### config.mk
export PLATFORM = sky130hd
export DESIGN_NAME = astc_core
export DESIGN_NICKNAME = d
export VERILOG_FILES = /design/src/hdl/astc_pkg.sv /design/src/hdl/astc_fifo.sv /design/src/hdl/astc_baud.sv /design/src/hdl/astc_core.sv
export SDC_FILE = /design/constraint.sdc
export NUM_CORES = 1
export LEC_CHECK = 0
export ABC_AREA = 1
export BUFFER_PORTS_ARGS = -buffer_cell sky130_fd_sc_hd__buf_2
export CORE_MARGIN = 4
export CORE_UTILIZATION = 40
export CTS_CLUSTER_SIZE = 10
export DETAILED_ROUTE_END_ITERATION = 8
export PLACE_DENSITY = 0.56
export SLEW_MARGIN = 20
export SYNTH_ARGS = -nofsm -noshare
export SYNTH_HDL_FRONTEND = slang
export SYNTH_SLANG_ARGS = --single-unit
### constraint.sdc
create_clock -name clk_i -period 3.7 [get_ports clk_i]
set_input_delay 0.185 -clock clk_i [delete_from_list [all_inputs] [get_ports clk_i]]
set_output_delay 0.185 -clock clk_i [all_outputs]
set_load 0.1 [all_outputs]
### src/hdl/astc_pkg.sv
// Purpose: shared constants and types of the async serial transceiver core
// Assumes: 32-bit AHB-Lite register bus, one clock clk_i
// Notes:   register offsets are word indices (haddr bits 11:2); reserved bits read zero
//
// What this block does
// - send start, data LSB first, parity, stops
// - receiver checks overrun, parity, framing, break; stores flags
// - divisor is 16-bit integer plus 6-bit fraction
// - one sampling tick per divisor clock cycles
// - sixteen-x tick; sixteen ticks per transmitted bit
// - divisor and line control load only on line-control write
// - transmit and receive enables, both set after reset
// - disabling finishes current character first
// - two sixteen-entry FIFOs, receive entries carry status
// - send frames back to back while FIFO holds data
// - busy until FIFO empty and last stop bit sent
// - falling line starts count; eighth tick confirms start
// - data sampled every sixteenth tick, then parity
// - low stop sample is framing error; store character
// - 5-8 bits, parity kinds, 1-2 stops, breaks
// - selectable depth including one-entry holding register
// - trigger levels one eighth to seven eighths
// - FIFOs one entry deep until FIFO enable set
// - data read gives 12 bits; write pushes byte
package astc_pkg;

    localparam logic [9:0] IDX_DATA = 10'h000;
    localparam logic [9:0] IDX_RSR  = 10'h001;
    localparam logic [9:0] IDX_FLAG = 10'h006;
    localparam logic [9:0] IDX_IBRD = 10'h009;
    localparam logic [9:0] IDX_FBRD = 10'h00A;
    localparam logic [9:0] IDX_LCRH = 10'h00B;
    localparam logic [9:0] IDX_CTL  = 10'h00C;
    localparam logic [9:0] IDX_IFLS = 10'h00D;

    localparam int CTL_EN  = 0;
    localparam int CTL_LBE = 7;
    localparam int CTL_TXE = 8;
    localparam int CTL_RXE = 9;
    localparam logic [9:0] CTL_RST  = 10'h300;
    localparam logic [5:0] IFLS_RST = 6'h12;

    localparam logic [3:0]  TICK_LAST  = 4'hF;   // sixteen ticks per bit
    localparam logic [3:0]  START_MID  = 4'h7;   // eighth tick of start bit
    localparam logic [22:0] BAUD_UNIT  = 23'h40; // one clock in 1/64 units

    typedef struct packed {
        logic       stick;
        logic [1:0] wlen;
        logic       fifo_enable_bit;
        logic       stp2;
        logic       eps;
        logic       pen;
        logic       brk;
    } astc_lcr_t;

    typedef struct packed {
        logic       oe;
        logic       be;
        logic       pe;
        logic       fe;
        logic [7:0] data;
    } astc_rxent_t;

    typedef struct packed {
        logic [15:0] div_int;
        logic [5:0]  div_frac;
        astc_lcr_t   lcr;
    } astc_work_t;

    typedef enum logic [2:0] {TX_IDLE, TX_START, TX_DATA, TX_PAR, TX_STOP} astc_tx_t;
    typedef enum logic [2:0] {RX_IDLE, RX_START, RX_DATA, RX_PAR, RX_STOP} astc_rx_t;

    // trigger level code to entry count
    function automatic logic [4:0] astc_level(input logic [2:0] code);
        case (code)
            3'h0:    return 5'h02;
            3'h1:    return 5'h04;
            3'h2:    return 5'h08;
            3'h3:    return 5'h0C;
            default: return 5'h0E;
        endcase
    endfunction

endpackage

### src/hdl/astc_fifo.sv
// Purpose: byte or status FIFO with registered head data
// Assumes: pop only acts when not empty, push only when not full
// Notes:   one_entry_i caps the depth at one entry
module astc_fifo
    import astc_pkg::*;
#(
    parameter int W  = 8,
    parameter int AW = 4
) (
    input  wire logic         clk_i,
    input  wire logic         srst_i,
    input  wire logic         push_i,
    input  wire logic [W-1:0] wdata_i,
    input  wire logic         pop_i,
    input  wire logic         one_entry_i,
    output logic      [W-1:0] rdata_o,
    output logic              empty_o,
    output logic              full_o,
    output logic      [AW:0]  count_o
);
    logic [W-1:0]  mem_q [2**AW];
    logic [AW-1:0] wp_q;
    logic [AW-1:0] rp_q;
    logic [AW-1:0] rp_n;
    logic [AW:0]   cnt_q;
    logic          do_push;
    logic          do_pop;

    assign empty_o = (cnt_q == '0);
    assign full_o  = one_entry_i ? !empty_o : cnt_q[AW];
    assign do_push = push_i && !full_o;
    assign do_pop  = pop_i && !empty_o;
    assign rp_n    = rp_q + AW'(do_pop);
    assign count_o = cnt_q;

    // storage has no reset on purpose
    always_ff @(posedge clk_i) begin
        if (do_push) begin
            mem_q[wp_q] <= wdata_i;
        end
    end

    always_ff @(posedge clk_i) begin
        if (srst_i) begin
            wp_q  <= '0;
            rp_q  <= '0;
            cnt_q <= '0;
        end else begin
            wp_q  <= wp_q + AW'(do_push);
            rp_q  <= rp_n;
            cnt_q <= cnt_q + (AW+1)'(do_push) - (AW+1)'(do_pop);
        end
    end

    // head register; bypass covers a write into the next head slot
    always_ff @(posedge clk_i) begin
        if (srst_i) begin
            rdata_o <= '0;
        end else begin
            rdata_o <= (do_push && wp_q == rp_n) ? wdata_i : mem_q[rp_n];
        end
    end
endmodule

### src/hdl/astc_baud.sv
// Purpose: fractional sixteen-x tick generator
// Assumes: divisor in 1/64 units, zero stops the tick
// Notes:   tick spacing jitters by one clock to hit the mean exactly
module astc_baud
    import astc_pkg::*;
(
    input  wire logic        clk_i,
    input  wire logic        srst_i,
    input  wire logic [21:0] div_i,
    output logic             tick_o
);
    logic [22:0] acc_q;
    logic [22:0] sum;

    assign sum = acc_q + BAUD_UNIT;

    // add one clock per cycle, emit a tick each time a divisor fits
    always_ff @(posedge clk_i) begin
        if (srst_i || div_i == '0) begin
            acc_q  <= '0;
            tick_o <= 1'b0;
        end else if (sum >= {1'b0, div_i}) begin
            acc_q  <= sum - {1'b0, div_i};
            tick_o <= 1'b1;
        end else begin
            acc_q  <= sum;
            tick_o <= 1'b0;
        end
    end
endmodule

### src/hdl/astc_core.sv
// Purpose: async serial transceiver with AHB-Lite register slave
// Assumes: single word transfers, rx_i asynchronous to clk_i
// Notes:   every access takes one wait state; response always OKAY
module astc_core
    import astc_pkg::*;
(
    input  wire logic        clk_i,
    input  wire logic        srst_i,
    input  wire logic        hsel_i,
    input  wire logic [31:0] haddr_i,
    input  wire logic [1:0]  htrans_i,
    input  wire logic        hwrite_i,
    input  wire logic [2:0]  hsize_i,
    input  wire logic [31:0] hwdata_i,
    input  wire logic        hready_i,
    output logic      [31:0] hrdata_o,
    output logic             hreadyout_o,
    output logic             hresp_o,
    input  wire logic        rx_i,
    output logic             tx_o
);
    // bus state
    logic        pend_q;
    logic        wr_q;
    logic [9:0]  idx_q;
    logic        acc_req;
    logic        wr_stb;
    logic        rd_stb;
    logic [31:0] rdata_d;

    // software registers
    logic        en_q;
    logic        lbe_q;
    logic        txe_q;
    logic        rxe_q;
    logic [15:0] ibrd_q;
    logic [5:0]  fbrd_q;
    logic [5:0]  ifls_q;
    astc_work_t  work_q;
    logic [4:0]  rsr_q;

    // fifos and tick
    logic        tick;
    logic        tx_push;
    logic        tx_pop;
    logic [7:0]  tx_head;
    logic        tx_empty;
    logic        tx_full;
    logic [4:0]  tx_cnt;
    logic        rx_push;
    logic        rx_pop;
    astc_rxent_t rx_ent;
    logic [11:0] rx_head;
    logic        rx_empty;
    logic        rx_full;
    logic [4:0]  rx_cnt;

    // transmitter
    astc_tx_t    tx_st_q;
    logic [3:0]  tx_tk_q;
    logic [2:0]  tx_bit_q;
    logic [7:0]  tx_sh_q;
    logic        tx_par_q;
    logic        tx_stp2_q;
    logic        tx_line_q;
    logic        tx_bit_end;

    // receiver
    logic        rx_s1_q;
    logic        rx_s2_q;
    logic        rx_s3_q;
    logic        rx_lvl_q;
    logic        rx_ln;
    logic        rx_prev_q;
    astc_rx_t    rx_st_q;
    logic [3:0]  rx_tk_q;
    logic [2:0]  rx_bit_q;
    logic [7:0]  rx_dat_q;
    logic        rx_pe_q;
    logic        rx_zero_q;
    logic        rx_oe_q;
    logic        rx_end;
    logic        rx_false;

    assign acc_req = hsel_i && htrans_i[1] && hready_i;
    assign wr_stb  = pend_q && wr_q;
    assign rd_stb  = pend_q && !wr_q;

    // parity bit for the programmed length and kind
    function automatic logic par_of(input logic [7:0] d, input astc_lcr_t c);
        logic [7:0] m;
        m = d & (8'hFF >> (2'h3 - c.wlen));
        if (c.stick) begin
            return !c.eps;
        end
        return c.eps ? ^m : ~^m;
    endfunction

    // address phase capture; hsize ignored, only words are used
    always_ff @(posedge clk_i) begin
        if (srst_i) begin
            pend_q <= 1'b0;
            wr_q   <= 1'b0;
            idx_q  <= '0;
        end else begin
            pend_q <= acc_req;
            if (acc_req) begin
                wr_q  <= hwrite_i;
                idx_q <= haddr_i[11:2];
            end
        end
    end

    // one wait state so read data can come from a flop
    always_ff @(posedge clk_i) begin
        if (srst_i) begin
            hreadyout_o <= 1'b1;
            hresp_o     <= 1'b0;
        end else begin
            hresp_o <= 1'b0;
            if (acc_req) begin
                hreadyout_o <= 1'b0;
            end else if (pend_q) begin
                hreadyout_o <= 1'b1;
            end
        end
    end

    // read mux; unmapped words read zero
    always_comb begin
        rdata_d = '0;
        unique case (idx_q)
            IDX_DATA: rdata_d[11:0] = rx_head;
            IDX_RSR:  rdata_d[4:0]  = rsr_q;
            IDX_FLAG: rdata_d[9:0]  = {rx_cnt >= astc_level(ifls_q[5:3]),
                                       tx_cnt <= astc_level(ifls_q[2:0]),
                                       tx_empty, rx_full, tx_full, rx_empty,
                                       !tx_empty || tx_st_q != TX_IDLE,
                                       3'h0};
            IDX_IBRD: rdata_d[15:0] = ibrd_q;
            IDX_FBRD: rdata_d[5:0]  = fbrd_q;
            IDX_LCRH: rdata_d[7:0]  = work_q.lcr;
            IDX_CTL:  rdata_d[9:0]  = {rxe_q, txe_q, lbe_q, 6'h00, en_q};
            IDX_IFLS: rdata_d[5:0]  = ifls_q;
            default:  rdata_d       = '0;
        endcase
    end

    always_ff @(posedge clk_i) begin
        if (srst_i) begin
            hrdata_o <= '0;
        end else if (rd_stb) begin
            hrdata_o <= rdata_d;
        end
    end

    // control register; both direction enables set out of reset, module enable clear
    always_ff @(posedge clk_i) begin
        if (srst_i) begin
            en_q  <= CTL_RST[CTL_EN];
            lbe_q <= CTL_RST[CTL_LBE];
            txe_q <= CTL_RST[CTL_TXE];
            rxe_q <= CTL_RST[CTL_RXE];
        end else if (wr_stb && idx_q == IDX_CTL) begin
            en_q  <= hwdata_i[CTL_EN];
            lbe_q <= hwdata_i[CTL_LBE];
            txe_q <= hwdata_i[CTL_TXE];
            rxe_q <= hwdata_i[CTL_RXE];
        end
    end

    // divisor staging and trigger levels
    always_ff @(posedge clk_i) begin
        if (srst_i) begin
            ibrd_q <= '0;
            fbrd_q <= '0;
            ifls_q <= IFLS_RST;
        end else if (wr_stb) begin
            if (idx_q == IDX_IBRD) begin
                ibrd_q <= hwdata_i[15:0];
            end
            if (idx_q == IDX_FBRD) begin
                fbrd_q <= hwdata_i[5:0];
            end
            if (idx_q == IDX_IFLS) begin
                ifls_q <= hwdata_i[5:0];
            end
        end
    end

    // working register only moves on a line-control write
    always_ff @(posedge clk_i) begin
        if (srst_i) begin
            work_q <= '0;
        end else if (wr_stb && idx_q == IDX_LCRH) begin
            work_q <= {ibrd_q, fbrd_q, hwdata_i[7:0]};
        end
    end

    // receive status; a new error wins over a same-cycle clear
    always_ff @(posedge clk_i) begin
        if (srst_i) begin
            rsr_q <= '0;
        end else begin
            rsr_q <= ((wr_stb && idx_q == IDX_RSR) ? 5'h00 : rsr_q)
                   | {rx_false, {4{rx_end}} & {rx_full, rx_zero_q && !rx_ln, rx_pe_q, !rx_ln}};
        end
    end

    astc_baud u_baud (
        .clk_i  (clk_i),
        .srst_i (srst_i),
        .div_i  ({work_q.div_int, work_q.div_frac}),
        .tick_o (tick)
    );

    // a write while full is dropped
    assign tx_push = wr_stb && idx_q == IDX_DATA;
    assign rx_pop  = rd_stb && idx_q == IDX_DATA;

    astc_fifo #(
        .W  (8),
        .AW (4)
    ) u_txf (
        .clk_i       (clk_i),
        .srst_i      (srst_i),
        .push_i      (tx_push),
        .wdata_i     (hwdata_i[7:0]),
        .pop_i       (tx_pop),
        .one_entry_i (!work_q.lcr.fifo_enable_bit),
        .rdata_o     (tx_head),
        .empty_o     (tx_empty),
        .full_o      (tx_full),
        .count_o     (tx_cnt)
    );

    astc_fifo #(
        .W  (12),
        .AW (4)
    ) u_rxf (
        .clk_i       (clk_i),
        .srst_i      (srst_i),
        .push_i      (rx_push),
        .wdata_i     (rx_ent),
        .pop_i       (rx_pop),
        .one_entry_i (!work_q.lcr.fifo_enable_bit),
        .rdata_o     (rx_head),
        .empty_o     (rx_empty),
        .full_o      (rx_full),
        .count_o     (rx_cnt)
    );

    // frames start on a tick, so a stopped generator never leaves the line low
    assign tx_pop     = tx_st_q == TX_IDLE && en_q && txe_q && !tx_empty && tick;
    assign tx_bit_end = tick && tx_tk_q == TICK_LAST;

    always_ff @(posedge clk_i) begin
        if (srst_i) begin
            tx_st_q   <= TX_IDLE;
            tx_tk_q   <= '0;
            tx_bit_q  <= '0;
            tx_sh_q   <= '0;
            tx_par_q  <= 1'b0;
            tx_stp2_q <= 1'b0;
            tx_line_q <= 1'b1;
        end else begin
            if (tick) begin
                tx_tk_q <= tx_tk_q + 4'h1;
            end
            unique case (tx_st_q)
                TX_IDLE: begin
                    tx_line_q <= 1'b1;
                    if (tx_pop) begin
                        tx_st_q   <= TX_START;
                        tx_tk_q   <= '0;
                        tx_sh_q   <= tx_head;
                        tx_par_q  <= par_of(tx_head, work_q.lcr);
                        tx_line_q <= 1'b0;
                    end
                end
                TX_START: begin
                    if (tx_bit_end) begin
                        tx_st_q   <= TX_DATA;
                        tx_bit_q  <= '0;
                        tx_line_q <= tx_sh_q[0];
                    end
                end
                TX_DATA: begin
                    if (tx_bit_end && tx_bit_q == {1'b1, work_q.lcr.wlen}) begin
                        tx_st_q   <= work_q.lcr.pen ? TX_PAR : TX_STOP;
                        tx_line_q <= work_q.lcr.pen ? tx_par_q : 1'b1;
                        tx_stp2_q <= work_q.lcr.stp2;
                    end else if (tx_bit_end) begin
                        tx_bit_q  <= tx_bit_q + 3'h1;
                        tx_sh_q   <= {1'b0, tx_sh_q[7:1]};
                        tx_line_q <= tx_sh_q[1];
                    end
                end
                TX_PAR: begin
                    if (tx_bit_end) begin
                        tx_st_q   <= TX_STOP;
                        tx_line_q <= 1'b1;
                        tx_stp2_q <= work_q.lcr.stp2;
                    end
                end
                TX_STOP: begin
                    if (tx_bit_end && tx_stp2_q) begin
                        tx_stp2_q <= 1'b0;
                    end else if (tx_bit_end) begin
                        tx_st_q <= TX_IDLE;
                    end
                end
            endcase
        end
    end

    // break forces the line low
    always_ff @(posedge clk_i) begin
        if (srst_i) begin
            tx_o <= 1'b1;
        end else begin
            tx_o <= work_q.lcr.brk ? 1'b0 : tx_line_q;
        end
    end

    // pin synchroniser; level moves only when stages two and three agree
    always_ff @(posedge clk_i) begin
        if (srst_i) begin
            rx_s1_q  <= 1'b1;
            rx_s2_q  <= 1'b1;
            rx_s3_q  <= 1'b1;
            rx_lvl_q <= 1'b1;
        end else begin
            rx_s1_q <= rx_i;
            rx_s2_q <= rx_s1_q;
            rx_s3_q <= rx_s2_q;
            if (rx_s2_q == rx_s3_q) begin
                rx_lvl_q <= rx_s3_q;
            end
        end
    end

    // loopback feeds our own line back in
    assign rx_ln    = lbe_q ? tx_o : rx_lvl_q;
    assign rx_end   = rx_st_q == RX_STOP && tick && rx_tk_q == TICK_LAST;
    assign rx_false = rx_st_q == RX_START && tick && rx_tk_q == START_MID && rx_ln;
    assign rx_push  = rx_end && !rx_full;
    assign rx_ent   = '{oe: rx_oe_q, be: rx_zero_q && !rx_ln, pe: rx_pe_q,
                        fe: !rx_ln, data: rx_dat_q};

    // a lost character marks the next stored one with overrun
    always_ff @(posedge clk_i) begin
        if (srst_i) begin
            rx_oe_q <= 1'b0;
        end else if (rx_end) begin
            rx_oe_q <= rx_full;
        end
    end

    // receiver; disable only blocks the next start
    always_ff @(posedge clk_i) begin
        if (srst_i) begin
            rx_st_q   <= RX_IDLE;
            rx_prev_q <= 1'b1;
            rx_tk_q   <= '0;
            rx_bit_q  <= '0;
            rx_dat_q  <= '0;
            rx_pe_q   <= 1'b0;
            rx_zero_q <= 1'b0;
        end else begin
            rx_prev_q <= rx_ln;
            if (tick) begin
                rx_tk_q <= rx_tk_q + 4'h1;
            end
            unique case (rx_st_q)
                RX_IDLE: begin
                    if (en_q && rxe_q && rx_prev_q && !rx_ln) begin
                        rx_st_q <= RX_START;
                        rx_tk_q <= '0;
                    end
                end
                RX_START: begin
                    if (rx_false) begin
                        rx_st_q <= RX_IDLE;
                    end else if (tick && rx_tk_q == START_MID) begin
                        rx_st_q   <= RX_DATA;
                        rx_tk_q   <= '0;
                        rx_bit_q  <= '0;
                        rx_dat_q  <= '0;
                        rx_pe_q   <= 1'b0;
                        rx_zero_q <= 1'b1;
                    end
                end
                RX_DATA: begin
                    if (tick && rx_tk_q == TICK_LAST) begin
                        rx_dat_q[rx_bit_q] <= rx_ln;
                        rx_zero_q <= rx_zero_q && !rx_ln;
                        rx_bit_q  <= rx_bit_q + 3'h1;
                        if (rx_bit_q == {1'b1, work_q.lcr.wlen}) begin
                            rx_st_q <= work_q.lcr.pen ? RX_PAR : RX_STOP;
                        end
                    end
                end
                RX_PAR: begin
                    if (tick && rx_tk_q == TICK_LAST) begin
                        rx_pe_q   <= rx_ln != par_of(rx_dat_q, work_q.lcr);
                        rx_zero_q <= rx_zero_q && !rx_ln;
                        rx_st_q   <= RX_STOP;
                    end
                end
                RX_STOP: begin
                    if (rx_end) begin
                        rx_st_q <= RX_IDLE;
                    end
                end
            endcase
        end
    end
endmodule

==> key figures, run 1 <==
Run status
  • Outcome: finished clean

Routing
  • Drt initial violations: 1,316
  • M1 WL: slightly below 30,000 µm
  • DRT Pass-1 Iters: 7
  • Vias: ~19,000
  • Antenna-violating nets left: 0
  • Highest metal used: met4
  • Met2 wire len: ~27,000 µm
  • Post-DR wirelength/cell: about 17 µm
  • Total wire length: 61,690 µm
  • WL met3: 3514 µm
  • DRC: 0
  • DR vias/cell: 5.228

STA
  • Final setup TNS: 0 ns
  • Max Fclk: 296.6 MHz
  • Slew @ Worst Pin: 0.8439 ns
  • Setup Skew: 0.02793 ns
  • Post-layout min period: 3.372 ns
  • Final setup fails: 0
  • RSZ-0062 raised after global routing: false
  • Final hold violation count: 0
  • Fin crit share: between 90% and 100%
  • Slew HR: 43.60%
  • Final Max Tran Viols: 0

Critical path
  • RR Startpoint: u_txf.count_o[2]$_SDFF_PP0_
  • CP Data Required Time: 4.26 ns
  • Worst R2R Path Depth: 16
  • Critical Path End Type: register
  • Critical Path AT: approximately 3.9 ns
  • CP Depth: 16
  • Slowest stage delay, CP: between 0.4 and 0.5 ns
  • FF-to-FF End: u_txf.rdata_o[4]$_SDFF_PP0_
  • Most numerous cell on the critical path: nor2_1
  • Critical path class: register to register
  • Critical path startpoint category: register
  • Buf/Inv on CP: 3
  • Worst-path cell chain: inv_1, ha_1, nand3_1, nor2_1, nor2_1, nand2_1, inv_1, ha_2, ha_1, xnor2_1, clkinvlp_4, o211ai_1, o211ai_1, o21ai_0, nor2_1, nor2_1
  • Crit path max-delay family: simple AND/OR/NAND/NOR gates
  • Reg-to-reg slack, setup: 0.33 ns
  • CP max FO: 17
  • Crit path max-delay cell type: clkinvlp_4

Yosys
  • Post-Synthesis Cells: 2,689
  • Primary FF master, synth: edfxtp_1
  • Synth area leader: edfxtp_1
  • EDFF count, synth: 320
  • Synth Cell Area: about 24,000 µm²
  • Number of synthesized register bits: ~530
  • Syn Area/Cell: 9.053 µm²
  • Post-synthesis sequential area ratio: 57.07%
  • Top post-synthesis cells by area: edfxtp_1 (39%), dfxtp_1 (18%), o21ai_0 (7.3%), nor2_1 (6.5%), nand2_1 (5.8%)
  • Share of the synthesized area in the top cell type: 39.47%
  • FFs w/ async S/R, synth: 0%
  • Warnings, synthesis: 0
  • Distinct cells, synth: between 50 and 60

Floorplan
  • Die ar.: 64,870 µm²
  • Row count: 90
  • Die Wd: roughly 250 µm
  • Initial core utilization: 40.41%
  • Core area: 60,250 µm²
  • IO Pins: 110
  • Die height: 254.7 µm

Power and ir drop
  • Sw Pwr: 0.003082 W
  • Combinational power share: 6.9%
  • P per Cell Area: 469.0 nW/µm²
  • Part of the power in the clock network: 42.9%
  • Worst VDD drop: 0.3505 mV
  • Sw Ratio: 23.88%
  • Int Pwr: between 0.009 and 0.01 W
  • Leak: 10.49 nW
  • Seq pwr share: between 50% and 60%

Clock network
  • Clk sinks: 534
  • Setup bufs post-CTS: 0
  • Reg clk slew, reported paths: 0.06 ns
  • Clock tree buffer depth: 3
  • H-tree levels: 2
  • TritonCTS Buffers: 61
  • CTS tree: yes
  • Worst skew pair latency: roughly 0.63 ns
  • Clock root buffer: clkbuf_16

Finish
  • # fillers: 5,718
  • Fin cells: 3,589
  • Nets: just under 3,000
  • Share of layout cells above drive strength 1: 7.624%
  • N_diodes: 0
  • Area grow syn2layout: 13.01%

Global routing
  • Vias in the first global route: 17,700
  • First-pass GRT wire length: about 96,000 µm
  • Remaining Overflow, GRT: 0
  • Initial antenna violation count: 0
  • Total GRT Usage: 18.61%
  • Pin count of the biggest net entering global routing: 98

Placed design
  • GP Congestion: 0.8653
  • Number of buffers added on ports: 50
  • Placed cells: 3,460
  • HPWL Detailed: 40,740 µm

Hold path
  • Hold path start: hwdata_i[2]
  • WHS Path Cells: 1
  • Min-delay worst type: input port to register
  • Min-Delay Endpoint: u_txf.mem_q[0][2]$_DFFE_PP_

Flow run
  • Max cap viols: 0
sequential cells by signal, indices dropped and copies added (netlist names), 5 cells and up:
register and flops:
rx_dat_q 8, ifls_q 6, u_txf.rdata_o 8, u_rxf.rdata_o 12, u_rxf.mem_q 192, work_q 30, ibrd_q 16, tx_sh_q 8
hrdata_o 16, fbrd_q 6, u_txf.count_o 5, rsr_q 5, u_txf.mem_q 128, u_baud.acc_q 23, idx_q 10, u_rxf.count_o 5
synthesized netlist by cell type (all sizes together) (2+ instances only):
cell and count:
nor2 430, nand2 380, o21ai 365, edfxtp 320
inv 269, dfxtp 214, a21oi 159, nand3 114
clkbuf 79, o22ai 63, ha 53, buf 51
o211ai 39, nand4 32, xor2 27, nor3 22
xnor2 17, nand3b 8, or2 7, o221ai 6
a211oi 5, a31oi 5, nor4 5, clkinv 3
fa 3, a21o 2, and2 2, o211a 2
o21bai 2
worst max path at each step:
stage	startpoint	end	slack (ns)
floorplan	u_baud.acc_q[6]$_SDFF_PP0_	u_baud.acc_q[18]$_SDFF_PP0_	0.98
detailed placement	u_baud.acc_q[6]$_SDFF_PP0_	u_baud.acc_q[6]$_SDFF_PP0_	0.26
finish	u_txf.count_o[2]$_SDFF_PP0_	u_txf.rdata_o[4]$_SDFF_PP0_	0.33
CTS	u_baud.acc_q[8]$_SDFF_PP0_	u_baud.acc_q[6]$_SDFF_PP0_	0.22
global route	u_baud.acc_q[6]$_SDFF_PP0_	u_baud.acc_q[18]$_SDFF_PP0_	0.02
global placement	u_baud.acc_q[6]$_SDFF_PP0_	u_baud.acc_q[20]$_SDFF_PP0_	0.30
power by group through the flow:
| stage | Clock [W] | Combinational (W) | Sequential, W |
|---|---|---|---|
| after global routing | 0.00593 | 0.00101 | 0.00648 |
| final | 0.00554 | 0.000891 | 0.00647 |
| after CTS | 0.00568 | 0.000884 | 0.00647 |
| after detailed placement | 0 | 0.000863 | 0.00660 |
| after global placement | 0 | 0.000847 | 0.00659 |
| after floorplan | 0 | 0.000632 | 0.00661 |
final cells by class:
cell class	count	area, µm²	share of cell area (%)
flip-flops and latches	534	13890	50.50
well taps	782	978.4	3.556
repair buffers	123	898.4	3.265
inverters	272	1031	3.748
clock buffers	105	1762	6.403
clock inverters	4	53.80	0.1956
multi-input cells	1769	8895	32.33
metal layers:
metal	GRT usage (%)	vias up
met5	0	-
met4	5.191	0
met3	2.957	89
met2	29.43	470
met1	26.74	8931
li1	-	9274
kinds of logic (layout without fill, tap and decap cells):
family / after synthesis / count (layout) / share of synthesized area, %
buffers and inverters: 402 / 504 / 6.707
AOI/OAI and AO/OA: 650 / 650 / 14.39
DFF: 534 / 534 / 57.07
adders and majority gates: 56 / 56 / 2.971
xor gates and xnor gates: 44 / 44 / 1.583
other: 1 / 17 / 0.01540
and+or+nand+nor: 1002 / 1002 / 17.26
layout by cell type, fill, tap and decap left out, types with 7 or more instances in the layout:
master,n
clkbuf_1,37
xor2_1,27
o21ai_0,357
buf_2,50
o211ai_1,39
o22ai_1,63
clkbuf_8,7
nand2_1,374
dlygate4sd3_1,20
ha_1,51
inv_1,263
nand3b_1,8
nand3_1,111
nor3_1,20
dfxtp_1,214
nor2_1,423
a21oi_1,159
clkbuf_16,61
buf_4,49
nand4_1,29
conb_1,17
edfxtp_1,320
xnor2_1,17
worst reg2reg max path, stage by stage, from the launching register on:
cell	delay [ns]
dfxtp_1	0.36
inv_1	0.08
ha_1	0.20
nand3_1	0.09
nor2_1	0.07
nor2_1	0.23
nand2_1	0.17
inv_1	0.24
ha_2	0.23
ha_1	0.15
xnor2_1	0.19
clkinvlp_4	0.41
o211ai_1	0.28
o211ai_1	0.20
o21ai_0	0.21
nor2_1	0.09
nor2_1	0.13
per-stage QoR:
stage	hold WS [ns]	power, W	utilization, %	area, µm²	worst slack [ns]
finish	0.06847	0.01290	45.67	27510	0.3284
global route	0.04480	0.01342	45.67	27510	0.01524
CTS	0.02878	0.01303	45.65	27500	0.2201
detailed placement	0.3792	0.007459	42.30	25480	0.2598
global placement	0.3736	0.007437	42.30	25480	0.2979
floorplan	0.2839	0.007237	-	24400	0.9807
timing repair:
item	in CTS	in global routing
hold buffers	20	0
setup endpoints to repair	0	17
hold endpoints to repair	22	0
resized for setup	0	3
Note: power is estimated with default switching activity, not from simulation.
==> inputs of run 2 (changes only) <==
- CTS_BUF_LIST: unset -> sky130_fd_sc_hd__clkbuf_2 sky130_fd_sc_hd__clkbuf_4 sky130_fd_sc_hd__clkbuf_8
==> run 2 against run 1 <==
Net effect: sequential share of layout area fell by 0.20 points; power down 1.8%; routed wire length rose by 0.18%; highest routed layer unchanged.
==> key figures, run 2 (synthesis results as in run 1) <==
Critical path
  • Critical Path End Type: register (unchanged)
  • Critical path class: register to register (unchanged)
  • CP max FO: 17 (unchanged)
  • CP Data Required Time: 4.27 ns (was 4.26 ns)
  • Critical path startpoint category: register (unchanged)
  • Critical Path AT: 3.98 ns (was 3.93 ns)

Clock network
  • Clock root buffer: clkbuf_8 (was clkbuf_16)
  • Clock tree buffer depth: 3 (unchanged)
  • Worst skew pair latency: 0.69 ns (was 0.63 ns)
  • H-tree levels: 3 (was 2)
  • Reg clk slew, reported paths: 0.06 ns (about the same)
  • Clk sinks: 534 (unchanged)
  • TritonCTS Buffers: 91 (was 61)
  • Setup bufs post-CTS: 0 (unchanged)
  • CTS tree: yes (unchanged)

Routing
  • WL met3: 3743 µm (was 3514 µm)
  • M1 WL: 29,090 µm (was 29,270 µm)
  • Antenna-violating nets left: 0 (unchanged)
  • Vias: 18,900 (was 18,760)
  • DRC: 0 (unchanged)
  • Post-DR wirelength/cell: 16.90 µm (was 17.19 µm)
  • Total wire length: 61,810 µm (was 61,690 µm)
  • Drt initial violations: 1,351 (was 1,316)
  • DRT Pass-1 Iters: 5 (was 7)
  • Met2 wire len: 27,440 µm (was 27,360 µm)
  • DR vias/cell: 5.168 (was 5.228)
  • Highest metal used: met4 (unchanged)

Hold path
  • Min-delay worst type: input port to register (unchanged)

Power and ir drop
  • Leak: 10.65 nW (was 10.49 nW)
  • P per Cell Area: 458.6 nW/µm² (was 469.0 nW/µm²)
  • Worst VDD drop: 0.2504 mV (was 0.3505 mV)

Floorplan
  • Row count: 90 (unchanged)
  • Die Wd: 254.7 µm (unchanged)
  • Die ar.: 64,870 µm² (unchanged)
  • Initial core utilization: 40.41% (unchanged)
  • Core area: 60,250 µm² (unchanged)
  • IO Pins: 110 (unchanged)
  • Die height: 254.7 µm (unchanged)

STA
  • Slew HR: 42.39% (was 43.60%)
  • Slew @ Worst Pin: 0.8620 ns (was 0.8439 ns)
  • Post-layout min period: 3.407 ns (was 3.372 ns)
  • Final hold violation count: 0 (unchanged)
  • Final Max Tran Viols: 0 (unchanged)
  • Fin crit share: 92.07% (was 91.12%)
  • Final setup TNS: 0 ns (unchanged)
  • Final setup fails: 0 (unchanged)
  • RSZ-0062 raised after global routing: false (unchanged)
  • Setup Skew: 0.02997 ns (was 0.02793 ns)
  • Max Fclk: 293.5 MHz (was 296.6 MHz)

Global routing
  • Total GRT Usage: 18.75% (was 18.61%)
  • Remaining Overflow, GRT: 0 (unchanged)
  • First-pass GRT wire length: 96,540 µm (was 96,270 µm)
  • Pin count of the biggest net entering global routing: 98 (unchanged)
  • Vias in the first global route: 17,870 (was 17,700)
  • Initial antenna violation count: 1 (was 0)

Finish
  • Biggest regs: u_rxf.mem_q: 192 flops, u_txf.mem_q: 128 flops, work_q: 30 flops (unchanged)
  • Most common cell after layout, fill and taps aside: nor2_1 (unchanged)
  • Max reg flops: 192 (unchanged)
  • Biggest register: u_rxf.mem_q (unchanged)
  • Share of layout cells above drive strength 1: 10.37% (was 7.624%)
  • Nets: 2,931 (was 2,892)
  • Area grow syn2layout: 13.47% (was 13.01%)
  • # fillers: 5,717 (was 5,718)
  • Final design instance area without fill: 27,620 µm² (was 27,510 µm²)
  • Commonest non-fill, non-tap cells in the layout: nor2_1 (423), nand2_1 (374), o21ai_0 (357), edfxtp_1 (320), inv_1 (263) (unchanged)

Run status
  • Outcome: finished clean (unchanged)

Placed design
  • HPWL Detailed: 40,740 µm (unchanged)
  • DP Area: 25,480 µm² (unchanged)
  • Number of buffers added on ports: 50 (unchanged)
  • GP Congestion: 0.8653 (unchanged)

Flow run
  • Max cap viols: 0 (unchanged)
==> run 2: cell type report <==
cell class,count,area [µm²],area share [%]
diodes,1,2.502,0.009059
clock inverters,32,176.4,0.6387
multi-input cells,1769,8895,32.20
flip-flops and latches,534,13890,50.30
repair buffers,132,988.4,3.578
inverters,272,1031,3.732
clock buffers,135,1658,6.002
well taps,782,978.4,3.542
==> run 2: worst max-delay path, stage by stage (launching register included) <==
cell	delay (ns)
dfxtp_1	0.33
inv_1	0.09
ha_1	0.15
nand3_1	0.08
nor2_1	0.20
nor2_1	0.12
nand2_1	0.15
inv_1	0.16
ha_2	0.23
ha_1	0.18
xnor2_1	0.30
clkinvlp_4	0.42
buf_4	0.29
o21ai_0	0.22
o21ai_0	0.18
nor2_1	0.15
nor2_1	0.05
==> run 2: worst paths after layout <==
check	start	endpoint	slack, ns	cells past startpoint
setup / recovery	u_txf.count_o[2]$_SDFF_PP0_	u_txf.rdata_o[1]$_SDFF_PP0_	0.29	16
hold reg to reg	rx_s1_q$_SDFF_PP1_	rx_s2_q$_SDFF_PP1_	0.40	1
setup reg to reg	u_txf.count_o[2]$_SDFF_PP0_	u_txf.rdata_o[1]$_SDFF_PP0_	0.29	16
hold / removal	rx_i	rx_s1_q$_SDFF_PP1_	0.25	3
==> run 2: report_power, final <==
part | total (W) | switching [W] | internal (W) | leakage, nW
Sequential | 0.00647 | 0.0000941 | 0.00638 | 4.53
Clock | 0.00530 | 0.00241 | 0.00289 | 0.995
Combinational | 0.000892 | 0.000646 | 0.000247 | 5.12
==> run 2: per-layer routing <==
metal	vias to the layer above	track usage, %
li1	9371	-
met1	8927	26.53
met2	503	29.38
met3	98	3.263
met4	0	6.376
met5	-	0
==> run 2: repair_timing <==
| action | CTS | global route |
|---|---|---|
| endpoints found under the setup margin | 0 | 17 |
| gates resized for setup | 0 | 3 |
| hold buffers | 29 | 0 |
| endpoints found under the hold margin | 147 | 0 |
==> run 2: per-stage QoR <==
step	std cells	util, %	setup WS, ns	hold WS (ns)	power, W
floorplan	2705	-	0.9807	0.2839	0.007237
global placement	3460	42.30	0.2979	0.3736	0.007437
detailed placement	3460	42.30	0.2598	0.3792	0.007459
CTS	3656	45.83	0.2165	0.1995	0.01282
global route	3657	45.85	0.005347	0.2557	0.01324
finish	3657	45.85	0.2934	0.2505	0.01267
==> inputs of run 3 (changes only) <==
--- a/config.mk
+++ b/config.mk
@@ -15,3 +15,3 @@
 export PLACE_DENSITY = 0.56
-export SLEW_MARGIN = 20
+export SLEW_MARGIN = 5
 export SYNTH_ARGS = -nofsm -noshare
==> constraint.sdc (replaced) <==
create_clock -name clk_i -period 3.7 [get_ports clk_i]
set_input_delay 0.74 -clock clk_i [delete_from_list [all_inputs] [get_ports clk_i]]
set_output_delay 0.74 -clock clk_i [all_outputs]
set_load 0.1 [all_outputs]
==> run 3 against run 2 <==
Net effect: non-clock buffer count shrank 26; global-route usage is 0.059 points higher; clock-buffer cell count is 2 lower; design area decreased by 0.72%; power rose by 0.43%; routed wire length is 0.58% higher; critical path depth stayed put; core utilization shrank 0.33 points; hold slack improved by 0.037 ns; clock power increased by 2%; sequential power is essentially flat; cell count decreased by 0.60%; critical endpoint is now u_txf.rdata_o[4]$_SDFF_PP0_; highest routed layer is now met5.
==> key figures, run 3 (synthesis results as in run 1) <==
Finish
  • Fin cells: 3,635 (was 3,657)
  • Most common cell after layout, fill and taps aside: nor2_1 (unchanged)
  • # fillers: 5,851 (was 5,717)
  • Biggest regs: u_rxf.mem_q: 192 flops, u_txf.mem_q: 128 flops, work_q: 30 flops (unchanged)
  • Share of layout cells above drive strength 1: 10.55% (was 10.37%)
  • Area grow syn2layout: 12.65% (was 13.47%)
  • Nets: 2,905 (was 2,931)
  • Max reg flops: 192 (unchanged)
  • Commonest non-fill, non-tap cells in the layout: nor2_1 (423), nand2_1 (374), o21ai_0 (357), edfxtp_1 (320), inv_1 (263) (unchanged)
  • Biggest register: u_rxf.mem_q (unchanged)
  • Final Core Density: 45.52% (was 45.85%)

Global routing
  • Initial antenna violation count: 2 (was 1)
  • Remaining Overflow, GRT: 0 (unchanged)
  • First-pass GRT wire length: 97,180 µm (was 96,540 µm)
  • Vias in the first global route: 18,080 (was 17,870)
  • Pin count of the biggest net entering global routing: 134 (was 98)
  • Total GRT Usage: 18.81% (was 18.75%)

STA
  • Fin crit share: 94.45% (was 92.07%)
  • Worst Hold Margin: 0.2875 ns (was 0.2505 ns)
  • Post-layout min period: 3.495 ns (was 3.407 ns)
  • Final hold violation count: 0 (unchanged)
  • Max Fclk: 286.2 MHz (was 293.5 MHz)
  • Slew @ Worst Pin: 0.8673 ns (was 0.8620 ns)
  • Slew HR: 42.04% (was 42.39%)
  • Setup Skew: 0.03667 ns (was 0.02997 ns)
  • RSZ-0062 raised after global routing: false (unchanged)
  • Final setup TNS: 0 ns (unchanged)
  • Final setup fails: 0 (unchanged)
  • Final Max Tran Viols: 0 (unchanged)
  • Final WS setup: 0.2055 ns (was 0.2934 ns)

Power and ir drop
  • Leak: 10.55 nW (was 10.65 nW)
  • Worst VDD drop: 0.2342 mV (was 0.2504 mV)
  • P per Cell Area: 463.9 nW/µm² (was 458.6 nW/µm²)

Floorplan
  • IO Pins: 110 (unchanged)
  • Initial core utilization: 40.41% (unchanged)
  • Die Wd: 254.7 µm (unchanged)
  • Die ar.: 64,870 µm² (unchanged)
  • Die height: 254.7 µm (unchanged)
  • Row count: 90 (unchanged)
  • Core area: 60,250 µm² (unchanged)

Critical path
  • Critical Path End Type: register (unchanged)
  • RR Startpoint: u_txf.count_o[2]$_SDFF_PP0_ (unchanged)
  • Critical Path AT: 4.05 ns (was 3.98 ns)
  • FF-to-FF End: u_txf.rdata_o[4]$_SDFF_PP0_ (was u_txf.rdata_o[1]$_SDFF_PP0_)
  • Worst setup path end: u_txf.rdata_o[4]$_SDFF_PP0_ (was u_txf.rdata_o[1]$_SDFF_PP0_)
  • CP Data Required Time: 4.26 ns (was 4.27 ns)
  • Crit. Startpoint: u_txf.count_o[2]$_SDFF_PP0_ (unchanged)
  • Reg-to-reg slack, setup: 0.21 ns (was 0.29 ns)
  • Critical path class: register to register (unchanged)
  • Worst R2R Path Depth: 16 (unchanged)
  • Critical path startpoint category: register (unchanged)
  • CP max FO: 17 (unchanged)

Clock network
  • Setup bufs post-CTS: 0 (unchanged)
  • Clock tree buffer depth: 3 (unchanged)
  • CTS tree: yes (unchanged)
  • Worst skew pair latency: 0.68 ns (was 0.69 ns)
  • TritonCTS Buffers: 91 (unchanged)
  • Cts hold-fix bufs: 0 (was 29)
  • Clk sinks: 534 (unchanged)
  • Reg clk slew, reported paths: 0.06 ns (about the same)
  • Post-cts sizing count: 0 (unchanged)
  • H-tree levels: 3 (unchanged)
  • Clock root buffer: clkbuf_8 (unchanged)

Hold path
  • Min-delay worst type: input port to register (unchanged)
  • WHS Path Cells: 2 (was 3)

Routing
  • Post-DR wirelength/cell: 17.10 µm (was 16.90 µm)
  • Antenna-violating nets left: 0 (unchanged)
  • Highest metal used: met5 (was met4)
  • DRC: 0 (unchanged)
  • Total wire length: 62,160 µm (was 61,810 µm)
  • DRT Pass-1 Iters: 5 (unchanged)
  • Met2 wire len: 28,130 µm (was 27,440 µm)
  • WL met3: 3720 µm (was 3743 µm)
  • DR vias/cell: 5.176 (was 5.168)
  • Drt initial violations: 1,236 (was 1,351)
  • Vias: 18,810 (was 18,900)
  • M1 WL: 29,220 µm (was 29,090 µm)

Placed design
  • GP Congestion: 0.8857 (was 0.8653)
  • Place WS: 0.1987 ns (was 0.2598 ns)
  • HPWL Detailed: 41,110 µm (was 40,740 µm)
  • Placed cells: 3,463 (was 3,460)
  • Number of buffers added on ports: 50 (unchanged)

Flow run
  • Max cap viols: 0 (unchanged)

Run status
  • Outcome: finished clean (unchanged)
run 3: cell types whose count changed in the layout (fill, tap and decap cells not counted), moves of 2 or more:
cell / change
clkinvlp_4: +2
clkbuf_4: -4
clkbuf_8: +2
dlygate4sd3_1: -29
buf_4: +2
inv_8: -2
clkinv_1: +5
run 3: cell type report:
type,instances,area (µm²),area share [%]
antenna,1,2.502,0.009125
sequential,534,13890,50.66
tap,782,978.4,3.568
clock inverter,38,229.0,0.8350
inverter,272,1031,3.760
multi-input combinational,1769,8909,32.49
timing repair buffer,106,724.4,2.642
clock buffer,133,1655,6.036
run 3: per-stage QoR:
step                cell area [µm²]  power [W]
floorplan                     24400   0.007237
global placement              25510   0.007438
detailed placement            25510   0.007460
CTS                           27390    0.01289
global route                  27420    0.01328
finish                        27420    0.01272
run 3: report_power, final:
part	switching (W)	internal, W	leakage (nW)	total [W]
Sequential	0.0000963	0.00638	4.53	0.00647
Combinational	0.000643	0.000228	5.02	0.000871
Clock	0.00241	0.00297	1.00	0.00538
Total	0.00315	0.00957	10.6	0.0127
run 3: routing by layer:
layer / vias to the layer above / global-route usage [%]
met3: 72 / 3.814
met4: 2 / 5.004
li1: 9321 / -
met5: - / 0
met2: 496 / 30.19
met1: 8922 / 26.23
run 3: worst min path at each step:
stage	start	end	slack (ns)
6_report	rx_i	rx_s1_q$_SDFF_PP1_	0.29
5_1_grt	rx_i	rx_s1_q$_SDFF_PP1_	0.26
4_1_cts	rx_i	rx_s1_q$_SDFF_PP1_	0.23
3_5_place_dp	rx_s1_q$_SDFF_PP1_	rx_s2_q$_SDFF_PP1_	0.40
3_3_place_gp	rx_s1_q$_SDFF_PP1_	rx_s2_q$_SDFF_PP1_	0.40
2_1_floorplan	rx_s1_q$_SDFF_PP1_	rx_s2_q$_SDFF_PP1_	0.39
run 3: worst max-delay path, cell delays in order, from the launching register on:
cell and delay [ns]:
dfxtp_1 0.37, inv_1 0.08, ha_1 0.21, nand3_1 0.09
nor2_1 0.08, nor2_1 0.25, nand2_1 0.18, inv_1 0.25
ha_2 0.25, ha_1 0.16, xnor2_1 0.19, clkinvlp_4 0.42
buf_4 0.29, o21ai_0 0.25, o21ai_0 0.13, nor2_1 0.13
nor2_1 0.06
